===== src/rtl/mpp_cfg.svh =====
// constants of the multimode printer port: offsets, bit positions, resets
// assumes the includer uses them as plain integer or sized values
`ifndef MPP_CFG_SVH
`define MPP_CFG_SVH
// register offsets from the port base
`define MPP_OFS_DATA   11'h000
`define MPP_OFS_STAT   11'h001
`define MPP_OFS_CTL    11'h002
`define MPP_OFS_EADDR  11'h003
`define MPP_OFS_EDATA0 11'h004
`define MPP_OFS_EDATA3 11'h007
`define MPP_OFS_FIFO   11'h400
`define MPP_OFS_CFGB   11'h401
`define MPP_OFS_ECR    11'h402
// control register bits
`define MPP_CTL_DIR    5
`define MPP_CTL_ACK_INTERRUPT_ENABLE   4
`define MPP_CTL_SELECT_IN_CONTROL   3
`define MPP_CTL_INIT   2
`define MPP_CTL_AFD    1
`define MPP_CTL_STB    0
// extended control register bits
`define MPP_ECR_MODE   7:5
`define MPP_ECR_CTL    4:2
`define MPP_ECR_FULL   1
`define MPP_ECR_EMPTY  0
`define MPP_ECR_SVC    2
`define MPP_ECR_DMA_TRANSFER_ENABLE  3
// reset values
`define MPP_DATA_RST   8'h00
`define MPP_CTL_RST    6'h00
`define MPP_ECR_RST    3'h1
`define MPP_MODE_RST   3'h0
// fixed read values
`define MPP_CFGA_VAL   8'h10
`define MPP_TOP_ONES   2'h3
`define MPP_LOW_ONES   2'h3
// enhanced cycle time-out and fifo depth
`define MPP_TMO_MS     10
`define MPP_CLK_KHZ    40000
`define MPP_FIFO_DEPTH 16
`endif


===== src/rtl/mpp_pkg.sv =====
// types of the multimode printer port
// assumes mpp_cfg.svh holds every number except the mode encodings given here
`default_nettype none
package mpp_pkg;
	// port modes as held in the extended control register
	typedef enum logic [2:0] {
		MPP_M_STD = 3'h0, MPP_M_BIDIR = 3'h1, MPP_M_COMPAT_DATA_FIFO = 3'h2, MPP_M_ECP = 3'h3,
		MPP_M_RSV4 = 3'h4, MPP_M_RSV5 = 3'h5, MPP_M_TEST = 3'h6, MPP_M_CONF = 3'h7
	} mpp_mode_t;
	typedef enum logic [1:0] {MPP_E_IDLE, MPP_E_STRB, MPP_E_HOLD} mpp_epp_st_t;
	typedef enum logic [1:0] {MPP_F_IDLE, MPP_F_SET, MPP_F_STRB, MPP_F_REL} mpp_fwd_st_t;
	typedef enum logic [1:0] {MPP_R_IDLE, MPP_R_WAIT, MPP_R_ACK, MPP_R_PROC} mpp_rev_st_t;
endpackage : mpp_pkg
`default_nettype wire


===== src/rtl/mpp_fifo_mem.sv =====
// storage of the transfer fifo, registered read with write bypass
// assumes one writer and one reader in the clk domain
`default_nettype none
module mpp_fifo_mem #(
	parameter int WIDTH = 9,
	parameter int DEPTH = 16,
	parameter int AW    = 4
) (
	input  wire logic             clk,
	input  wire logic             nrst,
	input  wire logic             wr_en,
	input  wire logic [AW-1:0]    wr_addr,
	input  wire logic [WIDTH-1:0] wr_data,
	input  wire logic [AW-1:0]    rd_addr,
	output logic      [WIDTH-1:0] rd_data
);
	typedef struct packed {
		logic [DEPTH-1:0][WIDTH-1:0] mem;
		logic [WIDTH-1:0]            rdata;
	} mpp_mem_st_t;
	mpp_mem_st_t s_q, s_d;

	// write then read, new word passed straight through on a hit
	always_comb begin
		s_d = s_q;
		if (wr_en) begin
			s_d.mem[wr_addr] = wr_data;
		end
		s_d.rdata = s_d.mem[rd_addr];
	end

	always_ff @(posedge clk or negedge nrst) begin
		if (!nrst) begin
			s_q <= '0;
		end else begin
			s_q <= s_d;
		end
	end

	assign rd_data = s_q.rdata;
endmodule : mpp_fifo_mem
`default_nettype wire


===== src/rtl/mpp_port.sv =====
// multimode printer port: compatible, enhanced handshake and fifo modes
// assumes io strobes are synchronous to clk and base decode arrives as io_cs
`include "mpp_cfg.svh"
`default_nettype none
module mpp_port #(
	parameter int TIMEOUT_CYC = `MPP_TMO_MS * `MPP_CLK_KHZ,
	parameter int DEPTH       = `MPP_FIFO_DEPTH
) (
	input  wire logic        clk,
	input  wire logic        nrst,
	input  wire logic        enhanced_mode,
	input  wire logic        io_cs,
	input  wire logic [10:0] io_addr,
	input  wire logic        io_rd,
	input  wire logic        io_wr,
	input  wire logic [7:0]  io_wdata,
	output logic      [7:0]  io_rdata,
	output logic             io_chrdy,
	output logic             host_irq,
	output logic             dma_req,
	input  wire logic        dma_ack,
	input  wire logic [7:0]  pd_in,
	output logic      [7:0]  pd_out,
	output logic             pd_oe,
	input  wire logic        busy,
	input  wire logic        ack_n,
	input  wire logic        paper_end,
	input  wire logic        printer_online,
	input  wire logic        fault_n,
	output logic             strobe_n,
	output logic             auto_feed_n,
	output logic             init_n,
	output logic             select_in_n
);
	import mpp_pkg::*;
	localparam int AW = $clog2(DEPTH);
	localparam int TW = $clog2(TIMEOUT_CYC + 1);
	localparam logic [TW-1:0] TMO_LAST = TW'(TIMEOUT_CYC - 1);

	if (DEPTH < 2 || (1 << AW) != DEPTH) begin : g_chk_depth
		$error("fifo depth must be a power of two");
	end
	if (TIMEOUT_CYC < 2) begin : g_chk_tmo
		$error("time-out count too small");
	end

	typedef struct packed {
		logic [7:0]    data;
		logic [5:0]    ctl;
		mpp_mode_t     mode;
		logic [2:0]    ecr;
		logic          tmo;
		logic          rd_prev;
		logic          wr_prev;
		logic          ack_prev;
		logic [7:0]    rdata;
		logic          irq;
		mpp_epp_st_t   est;
		logic          e_wr;
		logic          e_addr;
		logic [7:0]    e_byte;
		logic [TW-1:0] tcnt;
		logic [AW:0]   wp;
		logic [AW:0]   rp;
		mpp_fwd_st_t   fst;
		logic [8:0]    f_byte;
		mpp_rev_st_t   rst;
		logic [8:0]    r_byte;
		logic [6:0]    rle_cnt;
		logic          rle_pend;
		logic [7:0]    last;
	} mpp_port_st_t;
	mpp_port_st_t s_q, s_d;

	logic       rd_go, wr_go, hrd, hwr, epp_sel, epp_start, dir, fwd_mode;
	logic       empty, full, push, pop;
	logic [8:0] push_data, head;

	mpp_fifo_mem #(.WIDTH(9), .DEPTH(DEPTH), .AW(AW)) u_mem (
		.clk     (clk),
		.nrst    (nrst),
		.wr_en   (push),
		.wr_addr (s_q.wp[AW-1:0]),
		.wr_data (push_data),
		.rd_addr (s_d.rp[AW-1:0]),
		.rd_data (head)
	);

	// access decode on leading strobe edges
	always_comb begin
		rd_go     = io_rd && !s_q.rd_prev;
		wr_go     = io_wr && !s_q.wr_prev;
		hrd       = rd_go && io_cs;
		hwr       = wr_go && io_cs;
		epp_sel   = enhanced_mode && io_cs && io_addr >= `MPP_OFS_EADDR && io_addr <= `MPP_OFS_EDATA3;
		epp_start = epp_sel && (rd_go || wr_go) && s_q.est == MPP_E_IDLE;
		dir       = s_q.ctl[`MPP_CTL_DIR] && s_q.mode != MPP_M_STD && s_q.mode != MPP_M_COMPAT_DATA_FIFO;
		fwd_mode  = (s_q.mode == MPP_M_COMPAT_DATA_FIFO || s_q.mode == MPP_M_ECP) && !dir;
		empty     = s_q.wp == s_q.rp;
		full      = s_q.wp == {~s_q.rp[AW], s_q.rp[AW-1:0]};
	end

	// main next-state process
	always_comb begin
		s_d       = s_q;
		push      = 1'b0;
		pop       = 1'b0;
		push_data = 9'h000;
		s_d.rd_prev  = io_rd;
		s_d.wr_prev  = io_wr;
		s_d.ack_prev = ack_n;
		s_d.irq      = s_q.ctl[`MPP_CTL_ACK_INTERRUPT_ENABLE] && ack_n && !s_q.ack_prev;

		// host register writes
		if (hwr && !epp_sel) begin
			unique case (io_addr)
				`MPP_OFS_DATA: begin
					if (s_q.mode == MPP_M_ECP && !full) begin
						push      = 1'b1;
						push_data = {1'b1, io_wdata};
					end else begin
						s_d.data = io_wdata;
					end
				end
				`MPP_OFS_CTL: s_d.ctl = io_wdata[5:0];
				`MPP_OFS_FIFO: begin
					if ((fwd_mode || s_q.mode == MPP_M_TEST) && !full) begin
						push      = 1'b1;
						push_data = {1'b0, io_wdata};
					end
				end
				`MPP_OFS_ECR: begin
					s_d.mode = mpp_mode_t'(io_wdata[`MPP_ECR_MODE]);
					s_d.ecr  = io_wdata[`MPP_ECR_CTL];
				end
				default: ; // status write handled below for time-out clear, cfgb writes ignored
			endcase
		end
		// dma writes go straight into the fifo
		if (wr_go && dma_ack && !full && !push) begin
			push      = 1'b1;
			push_data = {1'b0, io_wdata};
		end

		// host register reads, sampled at the read edge
		if (hrd && !epp_sel) begin
			unique case (io_addr)
				`MPP_OFS_DATA: s_d.rdata = dir ? pd_in : s_q.data;
				`MPP_OFS_STAT: s_d.rdata = {~busy, ack_n, paper_end, printer_online, fault_n,
					`MPP_LOW_ONES, enhanced_mode ? s_q.tmo : 1'b1};
				`MPP_OFS_CTL: s_d.rdata = {`MPP_TOP_ONES, s_q.ctl};
				`MPP_OFS_FIFO: begin
					if (s_q.mode == MPP_M_CONF) begin
						s_d.rdata = `MPP_CFGA_VAL;
					end else if (!empty) begin
						pop       = 1'b1;
						s_d.rdata = head[7:0];
						s_d.last  = head[7:0];
					end else begin
						s_d.rdata = s_q.last;
					end
				end
				`MPP_OFS_CFGB: s_d.rdata = (s_q.mode == MPP_M_CONF) ? {1'b0, s_q.irq, 6'h00} : 8'h00;
				`MPP_OFS_ECR: s_d.rdata = {s_q.mode, s_q.ecr, full, empty};
				default: s_d.rdata = 8'h00;
			endcase
		end
		if (rd_go && dma_ack && !empty) begin
			pop       = 1'b1;
			s_d.rdata = head[7:0];
			s_d.last  = head[7:0];
		end

		// time-out flag: write one clears, expiry sets and wins
		if (hwr && io_addr == `MPP_OFS_STAT && io_wdata[0]) begin
			s_d.tmo = 1'b0;
		end

		// enhanced handshake cycles
		unique case (s_q.est)
			MPP_E_IDLE: begin
				if (epp_start) begin
					s_d.est    = MPP_E_STRB;
					s_d.e_wr   = wr_go;
					s_d.e_addr = io_addr == `MPP_OFS_EADDR;
					s_d.e_byte = io_wdata;
					s_d.tcnt   = '0;
				end
			end
			MPP_E_STRB: begin
				s_d.tcnt = s_q.tcnt + 1'b1;
				if (busy) begin
					s_d.est  = MPP_E_HOLD;
					s_d.tcnt = '0;
					if (!s_q.e_wr) begin
						s_d.rdata = pd_in;
					end
				end else if (s_q.tcnt == TMO_LAST) begin
					s_d.est = MPP_E_IDLE;
					s_d.tmo = 1'b1;
				end
			end
			MPP_E_HOLD: begin
				s_d.tcnt = s_q.tcnt + 1'b1;
				if (!busy) begin
					s_d.est = MPP_E_IDLE;
				end else if (s_q.tcnt == TMO_LAST) begin
					s_d.est = MPP_E_IDLE;
					s_d.tmo = 1'b1;
				end
			end
			default: s_d.est = MPP_E_IDLE;
		endcase

		// forward fifo drain toward the peripheral
		unique case (s_q.fst)
			MPP_F_IDLE: begin
				if (fwd_mode && !empty && !busy && !pop) begin
					pop        = 1'b1;
					s_d.f_byte = head;
					s_d.fst    = MPP_F_SET;
				end
			end
			MPP_F_SET: s_d.fst = MPP_F_STRB;
			MPP_F_STRB: begin
				if (busy) begin
					s_d.fst = MPP_F_REL;
				end
			end
			MPP_F_REL: begin
				if (!busy) begin
					s_d.fst = MPP_F_IDLE;
				end
			end
		endcase

		// reverse fill from the peripheral with run-length expansion
		unique case (s_q.rst)
			MPP_R_IDLE: begin
				if (s_q.mode == MPP_M_ECP && dir && !full) begin
					s_d.rst = MPP_R_WAIT;
				end
			end
			MPP_R_WAIT: begin
				if (!ack_n) begin
					s_d.r_byte = {busy, pd_in};
					s_d.rst    = MPP_R_ACK;
				end
			end
			MPP_R_ACK: begin
				if (ack_n) begin
					s_d.rst = MPP_R_PROC;
				end
			end
			MPP_R_PROC: begin
				if (!s_q.r_byte[8]) begin
					if (!s_q.r_byte[7]) begin
						s_d.rle_cnt  = s_q.r_byte[6:0];
						s_d.rle_pend = 1'b1;
					end
					s_d.rst = MPP_R_IDLE;
				end else if (!full && !push) begin
					push      = 1'b1;
					push_data = {1'b0, s_q.r_byte[7:0]};
					if (s_q.rle_pend && s_q.rle_cnt != 7'h00) begin
						s_d.rle_cnt = s_q.rle_cnt - 1'b1;
					end else begin
						s_d.rle_pend = 1'b0;
						s_d.rst      = MPP_R_IDLE;
					end
				end
			end
		endcase

		// pointer update, mode zero empties the fifo
		if (push) begin
			s_d.wp = s_q.wp + 1'b1;
		end
		if (pop) begin
			s_d.rp = s_q.rp + 1'b1;
		end
		if (s_q.mode == MPP_M_STD) begin
			s_d.rp                = s_q.wp;
			s_d.ctl[`MPP_CTL_DIR] = 1'b0;
		end
	end

	always_ff @(posedge clk or negedge nrst) begin
		if (!nrst) begin
			s_q      <= '0;
			s_q.data <= `MPP_DATA_RST;
			s_q.ctl  <= `MPP_CTL_RST;
			s_q.mode <= mpp_mode_t'(`MPP_MODE_RST);
			s_q.ecr  <= `MPP_ECR_RST;
			s_q.est  <= MPP_E_IDLE;
			s_q.fst  <= MPP_F_IDLE;
			s_q.rst  <= MPP_R_IDLE;
			s_q.ack_prev <= 1'b1; // ack idles high, so no false edge after reset
		end else begin
			s_q <= s_d;
		end
	end

	// cable pins: hardware owns the strobes only during its own cycles
	always_comb begin
		init_n      = s_q.ctl[`MPP_CTL_INIT];
		strobe_n    = ~s_q.ctl[`MPP_CTL_STB];
		auto_feed_n = ~s_q.ctl[`MPP_CTL_AFD];
		select_in_n = ~s_q.ctl[`MPP_CTL_SELECT_IN_CONTROL];
		pd_out      = s_q.data;
		pd_oe       = !dir;
		if (s_q.est != MPP_E_IDLE) begin
			strobe_n    = !s_q.e_wr;
			select_in_n = !(s_q.est == MPP_E_STRB && s_q.e_addr);
			auto_feed_n = !(s_q.est == MPP_E_STRB && !s_q.e_addr);
			pd_out      = s_q.e_byte;
			pd_oe       = s_q.e_wr;
		end else if (s_q.fst != MPP_F_IDLE) begin
			strobe_n    = s_q.fst != MPP_F_STRB;
			auto_feed_n = !s_q.f_byte[8];
			pd_out      = s_q.f_byte[7:0];
		end else if (s_q.rst == MPP_R_WAIT) begin
			auto_feed_n = 1'b0;
		end else if (s_q.mode == MPP_M_TEST) begin
			pd_out = head[7:0];
		end
	end

	// host side answers
	assign io_chrdy = !(epp_start || s_q.est == MPP_E_STRB);
	assign io_rdata = s_q.rdata;
	assign host_irq = s_q.irq;
	// stored ecr field holds register bits 4:2, so positions are offset by two
	assign dma_req  = s_q.ecr[`MPP_ECR_DMA_TRANSFER_ENABLE - 2] && !s_q.ecr[`MPP_ECR_SVC - 2] &&
		(fwd_mode ? !full : (s_q.mode == MPP_M_ECP && !empty));
endmodule : mpp_port
`default_nettype wire


===== config.mk =====
export PLATFORM = sky130hd
export DESIGN_NAME = mpp_port
export DESIGN_NICKNAME = d
export VERILOG_FILES = /design/src/rtl/mpp_pkg.sv /design/src/rtl/mpp_fifo_mem.sv /design/src/rtl/mpp_port.sv
export VERILOG_INCLUDE_DIRS = /design/src /design/src/rtl
export SDC_FILE = /design/constraint.sdc
export NUM_CORES = 1
export LEC_CHECK = 0
export ABC_CLOCK_PERIOD_IN_PS = 2900
export BUFFER_PORTS_ARGS = -buffer_cell sky130_fd_sc_hd__buf_4
export CAP_MARGIN = 20
export CORE_ASPECT_RATIO = 1.2
export CORE_MARGIN = 1.5
export CORE_UTILIZATION = 56
export CTS_CLUSTER_DIAMETER = 60
export CTS_CLUSTER_SIZE = 40
export DETAILED_ROUTE_END_ITERATION = 12
export PLACE_DENSITY = 0.76
export SLEW_MARGIN = 30
export SYNTH_ARGS = -nofsm -noshare
export SYNTH_HDL_FRONTEND = slang
export SYNTH_SLANG_ARGS = --single-unit

===== constraint.sdc =====
create_clock -name clk -period 2.9 [get_ports clk]
set_input_delay 0.58 -clock clk [delete_from_list [all_inputs] [get_ports clk]]
set_output_delay 0.58 -clock clk [all_outputs]
set_load 0.02 [all_outputs]

# Word level (Yosys, flattened, before mapping)
# Cells that the tools add are included.
dict set report word_totals {
  register_bits 265
  in_bits 39
  output_inout_bits 24
}
dict set report classes {
  add_sub_neg 4
  magnitude_cmp 5
  n_eq_ne 37
  n_mux 90
  n_bitwise 7
  reduce_logical 88
}
# cell n
set ops {}
lappend ops {{8-bit 2-to-1 mux} 20}
lappend ops {{144-bit bitwise mux} 1}
lappend ops {{144-bit 2-to-1 mux} 1}
lappend ops {{9-bit 2-to-1 mux} 8}
lappend ops {{19-bit case mux with 3 select lines} 1}
lappend ops {{8-bit case mux with 6 select lines} 1}
lappend ops {{1-bit logical AND} 38}
lappend ops {{9-bit binary-select mux with 4-bit select} 1}
lappend ops {{9-bit demux with 4-bit select} 1}
lappend ops {{11-bit == test, second input constant} 3}
lappend ops {{31-bit 2-to-1 mux} 1}
lappend ops {{1-bit 2-to-1 mux} 29}
lappend ops {{11-bit by 2-bit == test with 1-bit output, second input constant} 2}
lappend ops {{11-bit 2-to-1 mux} 2}
lappend ops {{2-bit 2-to-1 mux} 10}
lappend ops {{19-bit by 1-bit adder with 19-bit output, second input constant} 1}
lappend ops {{19-bit == test, second input constant} 1}
lappend ops {{19-bit 2-to-1 mux} 1}
lappend ops {{1-bit logical NOT} 18}
lappend ops {{2-bit inequality test, second input constant} 9}
lappend ops {{9-bit case mux with 2 select lines} 1}
lappend ops {{2-bit case mux with 4 select lines} 2}
lappend ops {{7-bit 2-to-1 mux} 2}
lappend ops {{2-bit AND reduction} 7}
lappend ops {{other kinds (31)} 70}

# Depth between registers and ports, before layout
dict set report depth {
  ltp_word 22
  ltp_mapped 14
}

# Cells and area by module
# Synthesis repeated with hierarchy kept, for this count alone.
dict set report hier_totals {
  cells_unflattened 1364
  hier_area_um2 14204.9
}
# mod instances cells_per_inst area_per_inst_um2
set by_module_without_submodules {}
lappend by_module_without_submodules {mpp_fifo_mem 1 644 7340.8}
lappend by_module_without_submodules {mpp_port 1 720 6864.1}

# Least setup slack after synthesis
# Ideal clock, no wire load.
dict set report synth_timing {
  path_type {input to register}
  start {input io_addr[10]}
  end {register u_mem.s_q, in the netlist u_mem.rd_data[7]}
  setup_ps 122
  arrival_time_ps 2861
  required_time_ps 2778
  slack_ps -83
  cell_stages 10
  path_cell_list {clkbuf_1 > nor3b_1 > nand4_1 > o21a_1 > o311a_1 > a211oi_2 > inv_2 > nor3_1 > a21oi_1 > o2111a_1}
}
# item line
set synth_rtl {}
lappend synth_rtl {{from (decl)} mpp_port.sv:13} ;# input wire logic [10:0] io_addr,
lappend synth_rtl {{to (signal assigned)} mpp_fifo_mem.sv:34} ;# s_q <= '0;
lappend synth_rtl {{to (signal assigned)} mpp_fifo_mem.sv:36} ;# s_q <= s_d;
lappend synth_rtl {{to (decl)} mpp_fifo_mem.sv:21} ;# mpp_mem_st_t s_q, s_d;

==> metrics.cfg <==
[run_status]
status=finished with violations
violations=negative setup slack

[clocking]
htreeDepth=1
cts_buffers=20
clockRootBuffer=clkbuf_16
insertion_delay_ns=0.53
clk_path_buf_depth=3
cts_tree=yes
clkTransAtPathRegs_ns=0.08
cts_sinks=265

[power_and_ir_drop]
power_density_nw_per_um2=742
p_sw_mw=4.99
internal_power_mw=8.56
power.total_mw=13.5
switching_share_pct=36.8
p_leak_nw=9.30
power_frac_clock_pct=23.7
power_frac_comb_pct=41.5
seq_power_share_pct=34.8
max-vdd-ir-drop_v=0.000433

[route]
vias=12300
drtIter0Drc=1054
post_drt_wl_per_cell_um=21.1
drcViolationCount=0
ant_nets=0
routed_wl_um=42400
viasPerCell=6.12
drt-pass1-iter-count=9

[yosys]
synth_edf_count=0
async_flop_share_pct=100
synthDistinctLibCells=69
ys.flop_type=dfrtp_1
synth_top_area_share_pct=46.8
ys_ff_latch=265
syn_nets=1458
syn_inst=1404
yosys-top-cells-area=dfrtp_1 47%, mux2i_1 10%, mux2_2 6.3%
synth-seq-area-share_pct=47.2
yosys_warnings=0
syn_area_um2=14100
yosysTopAreaCell=dfrtp_1
synth_area_per_cell_um2=10.0

[grt]
grt_antenna_before_repair=0
grt_pass1_wl_um=65200
grt_max_degree=68
grt_usage_pct=31.8
grt_overflow=0
grt_pass1_vias=12300

[critical_path]
path_class=primary input to flop
cpMaxStageDelayCell=nor4_4
path_max_fanout=12
endpoint_kind=flop
crit_family=simple AND/OR/NAND/NOR gates
cp-start-kind=primary input
crit_path_frequent_cell=buf_4
crit_arrival_ns=3.39
crit_buf_inv=5
crit_required_ns=3.30
crit_chain=buf_4 -> nor4_4 -> nand4_1 -> o21a_1 -> buf_4 -> o31ai_1 -> or2_4 -> inv_4 -> buf_6 -> buf_4 -> or3_1 -> a21oi_2 -> a21oi_1 -> o2111a_1
critPathMaxStageDelay_ns=0.40

[flow_run]
max-cap-violations=0

[final_layout]
finalNonFillerCells=2012
fin_area_um2=18300
layout-drive-gt1-share_pct=33.3
antenna_cells=0
syn_to_final_growth_pct=29.9
nets=1727

[placed_design]
gp_congestion=0.974
place_area_um2=16700
hpwl_um=29400
io_buffer_count=62
placedCellCount=1948

[timing]
setup_ws_ns=-0.0883
worst_slew_pin_slew_ns=0.945
skew_ns=0.0254
min_period_ns=2.99
finalSetupViolCount=8
period_share_pct=103
slew-limit-headroom_pct=36.8
fmax_mhz=335
finalMaxSlewViolations=0
whs_ns=0.179
hold_violations=0
rsz0062_at_grt=true

[floorplanning]
start_util_pct=57.0
rows=63
ios=63
die_x_um=148
design.die.area_um2=26100
core_um2=24700
die_h_um=177

[min_path]
holdCritPathClass=primary input to flop

-- repair_timing --
item                                    in CTS  in global routing
endpoints found under the hold margin       10                  0
buffers inserted                             1                 26
gates resized for setup                     22                114
endpoints found under the setup margin      20                 18
hold buffers                                 1                  0
pin swaps                                    5                 33
-- metrics by stage --
stage,setup WS (ns),setup TNS [ns],utilization [%]
2_1_floorplan,0.000783,0,-
3_3_place_gp,-0.491,-8.02,67.6
3_5_place_dp,-0.541,-10.48,67.6
4_1_cts,-0.134,-0.134,71.1
5_1_grt,-0.163,-1.13,74.0
6_report,-0.0883,-0.256,74.0
-- registers in the layout, indices dropped and copies added (netlist names), named ones only --
name           flops
host_irq           1
u_mem.rd_data      9
io_rdata           8
s_q              101
init_n             1
u_mem.s_q        144
-- kinds of logic (layout without fill, tap and decap cells) --
logic type	Yosys count	after routing	share of synthesized area, %
AND/OR/NAND/NOR	388	388	13.5
AO/OA/AOI/OAI	316	316	14.9
flip-flops	265	265	47.2
multiplexers	221	221	16.4
buffers and inverters	178	461	5.32
XOR/XNOR	21	21	1.31
adder cells (fa/ha/maj)	15	15	1.34
-- metal layers --
metal	global-route usage, %	up-vias	routed length, µm
met5	0	-	0
met1	39.0	6079	16400
met4	15.2	0	2300
met2	55.9	510	21200
met3	3.59	161	2450
li1	-	5558	-
-- path summary, 6_finish.rpt --
| check | from | to | slack, ns | depth (start not counted) |
|---|---|---|---|---|
| worst max-delay path | io_addr[6] | u_mem.rd_data[7] | -0.09 | 14 |
| worst min-delay path | io_rd | s_q[90] | 0.18 | 1 |
| worst max register to register | s_q[96] | u_mem.rd_data[7] | -0.07 | 14 |
| worst min register to register | u_mem.s_q[17] | u_mem.s_q[17] | 0.48 | 2 |
| max in group asynchronous | nrst | s_q[88] | 1.55 | 3 |
| min in group asynchronous | nrst | s_q[49] | 0.57 | 2 |
-- layout by cell type, fill, tap and decap left out, drive strengths merged, types with 5 or more instances in the layout --
cell | synthesis | final
ha | 15 | 15
mux2 | 79 | 79
or3 | 11 | 11
dfrtp | 263 | 263
and3 | 9 | 9
nand2b | 12 | 12
o22ai | 13 | 13
o31ai | 8 | 8
nor2 | 64 | 64
a31oi | 11 | 11
a21o | 13 | 13
o21ai | 108 | 108
buf | 37 | 335
a21oi | 37 | 37
a311oi | 13 | 13
a22oi | 23 | 23
and2 | 8 | 8
clkbuf | 52 | 21
nand3 | 36 | 36
nand2 | 161 | 161
nand4 | 20 | 20
nor3 | 24 | 24
mux2i | 142 | 142
nor3b | 5 | 5
nor2b | 8 | 8
nand3b | 12 | 12
xor2 | 12 | 12
a32oi | 16 | 16
o211ai | 45 | 45
inv | 88 | 95
xnor2 | 9 | 9
-- cells in the mapped netlist (all sizes together), types with 8 or more instances --
master,count
dfrtp,263
nand2,161
mux2i,142
o21ai,108
inv,88
mux2,79
nor2,64
clkbuf,52
o211ai,45
a21oi,37
buf,37
nand3,36
nor3,24
a22oi,23
nand4,20
a32oi,16
ha,15
a21o,13
a311oi,13
o22ai,13
nand2b,12
nand3b,12
xor2,12
a31oi,11
or3,11
and3,9
xnor2,9
and2,8
nor2b,8
o31ai,8
-- power by group through the flow --
| stage | combinational, mW | sequential [mW] | clock (mW) |
|---|---|---|---|
| after global routing | 6.04 | 4.77 | 3.38 |
| after floorplan | 2.97 | 4.62 | 0 |
| after detailed placement | 4.87 | 4.75 | 0 |
| final | 5.62 | 4.72 | 3.21 |
| after CTS | 5.02 | 4.68 | 3.25 |
| after global placement | 4.77 | 4.71 | 0 |
-- worst register-to-register path, stage by stage (launching register included) --
cell	delay [ns]
dfrtp_1	0.45
nor2b_4	0.20
buf_4	0.13
a32oi_2	0.12
o21a_1	0.17
buf_4	0.14
o31ai_1	0.32
or2_4	0.22
inv_4	0.05
buf_6	0.13
buf_4	0.19
or3_1	0.36
a21oi_2	0.16
a21oi_1	0.05
o2111a_1	0.15
-- cell type report --
type / instances / area, µm²
Inverter: 89 / 339
Clock inverter: 15 / 241
Sequential cell: 265 / 6640
Multi-Input combinational cell: 961 / 7230
Timing Repair Buffer: 336 / 2880
Tap cell: 325 / 407
Fill cell: 1630 / 6410
Clock buffer: 21 / 526
No activity file was read; power rests on OpenSTA's default activity.
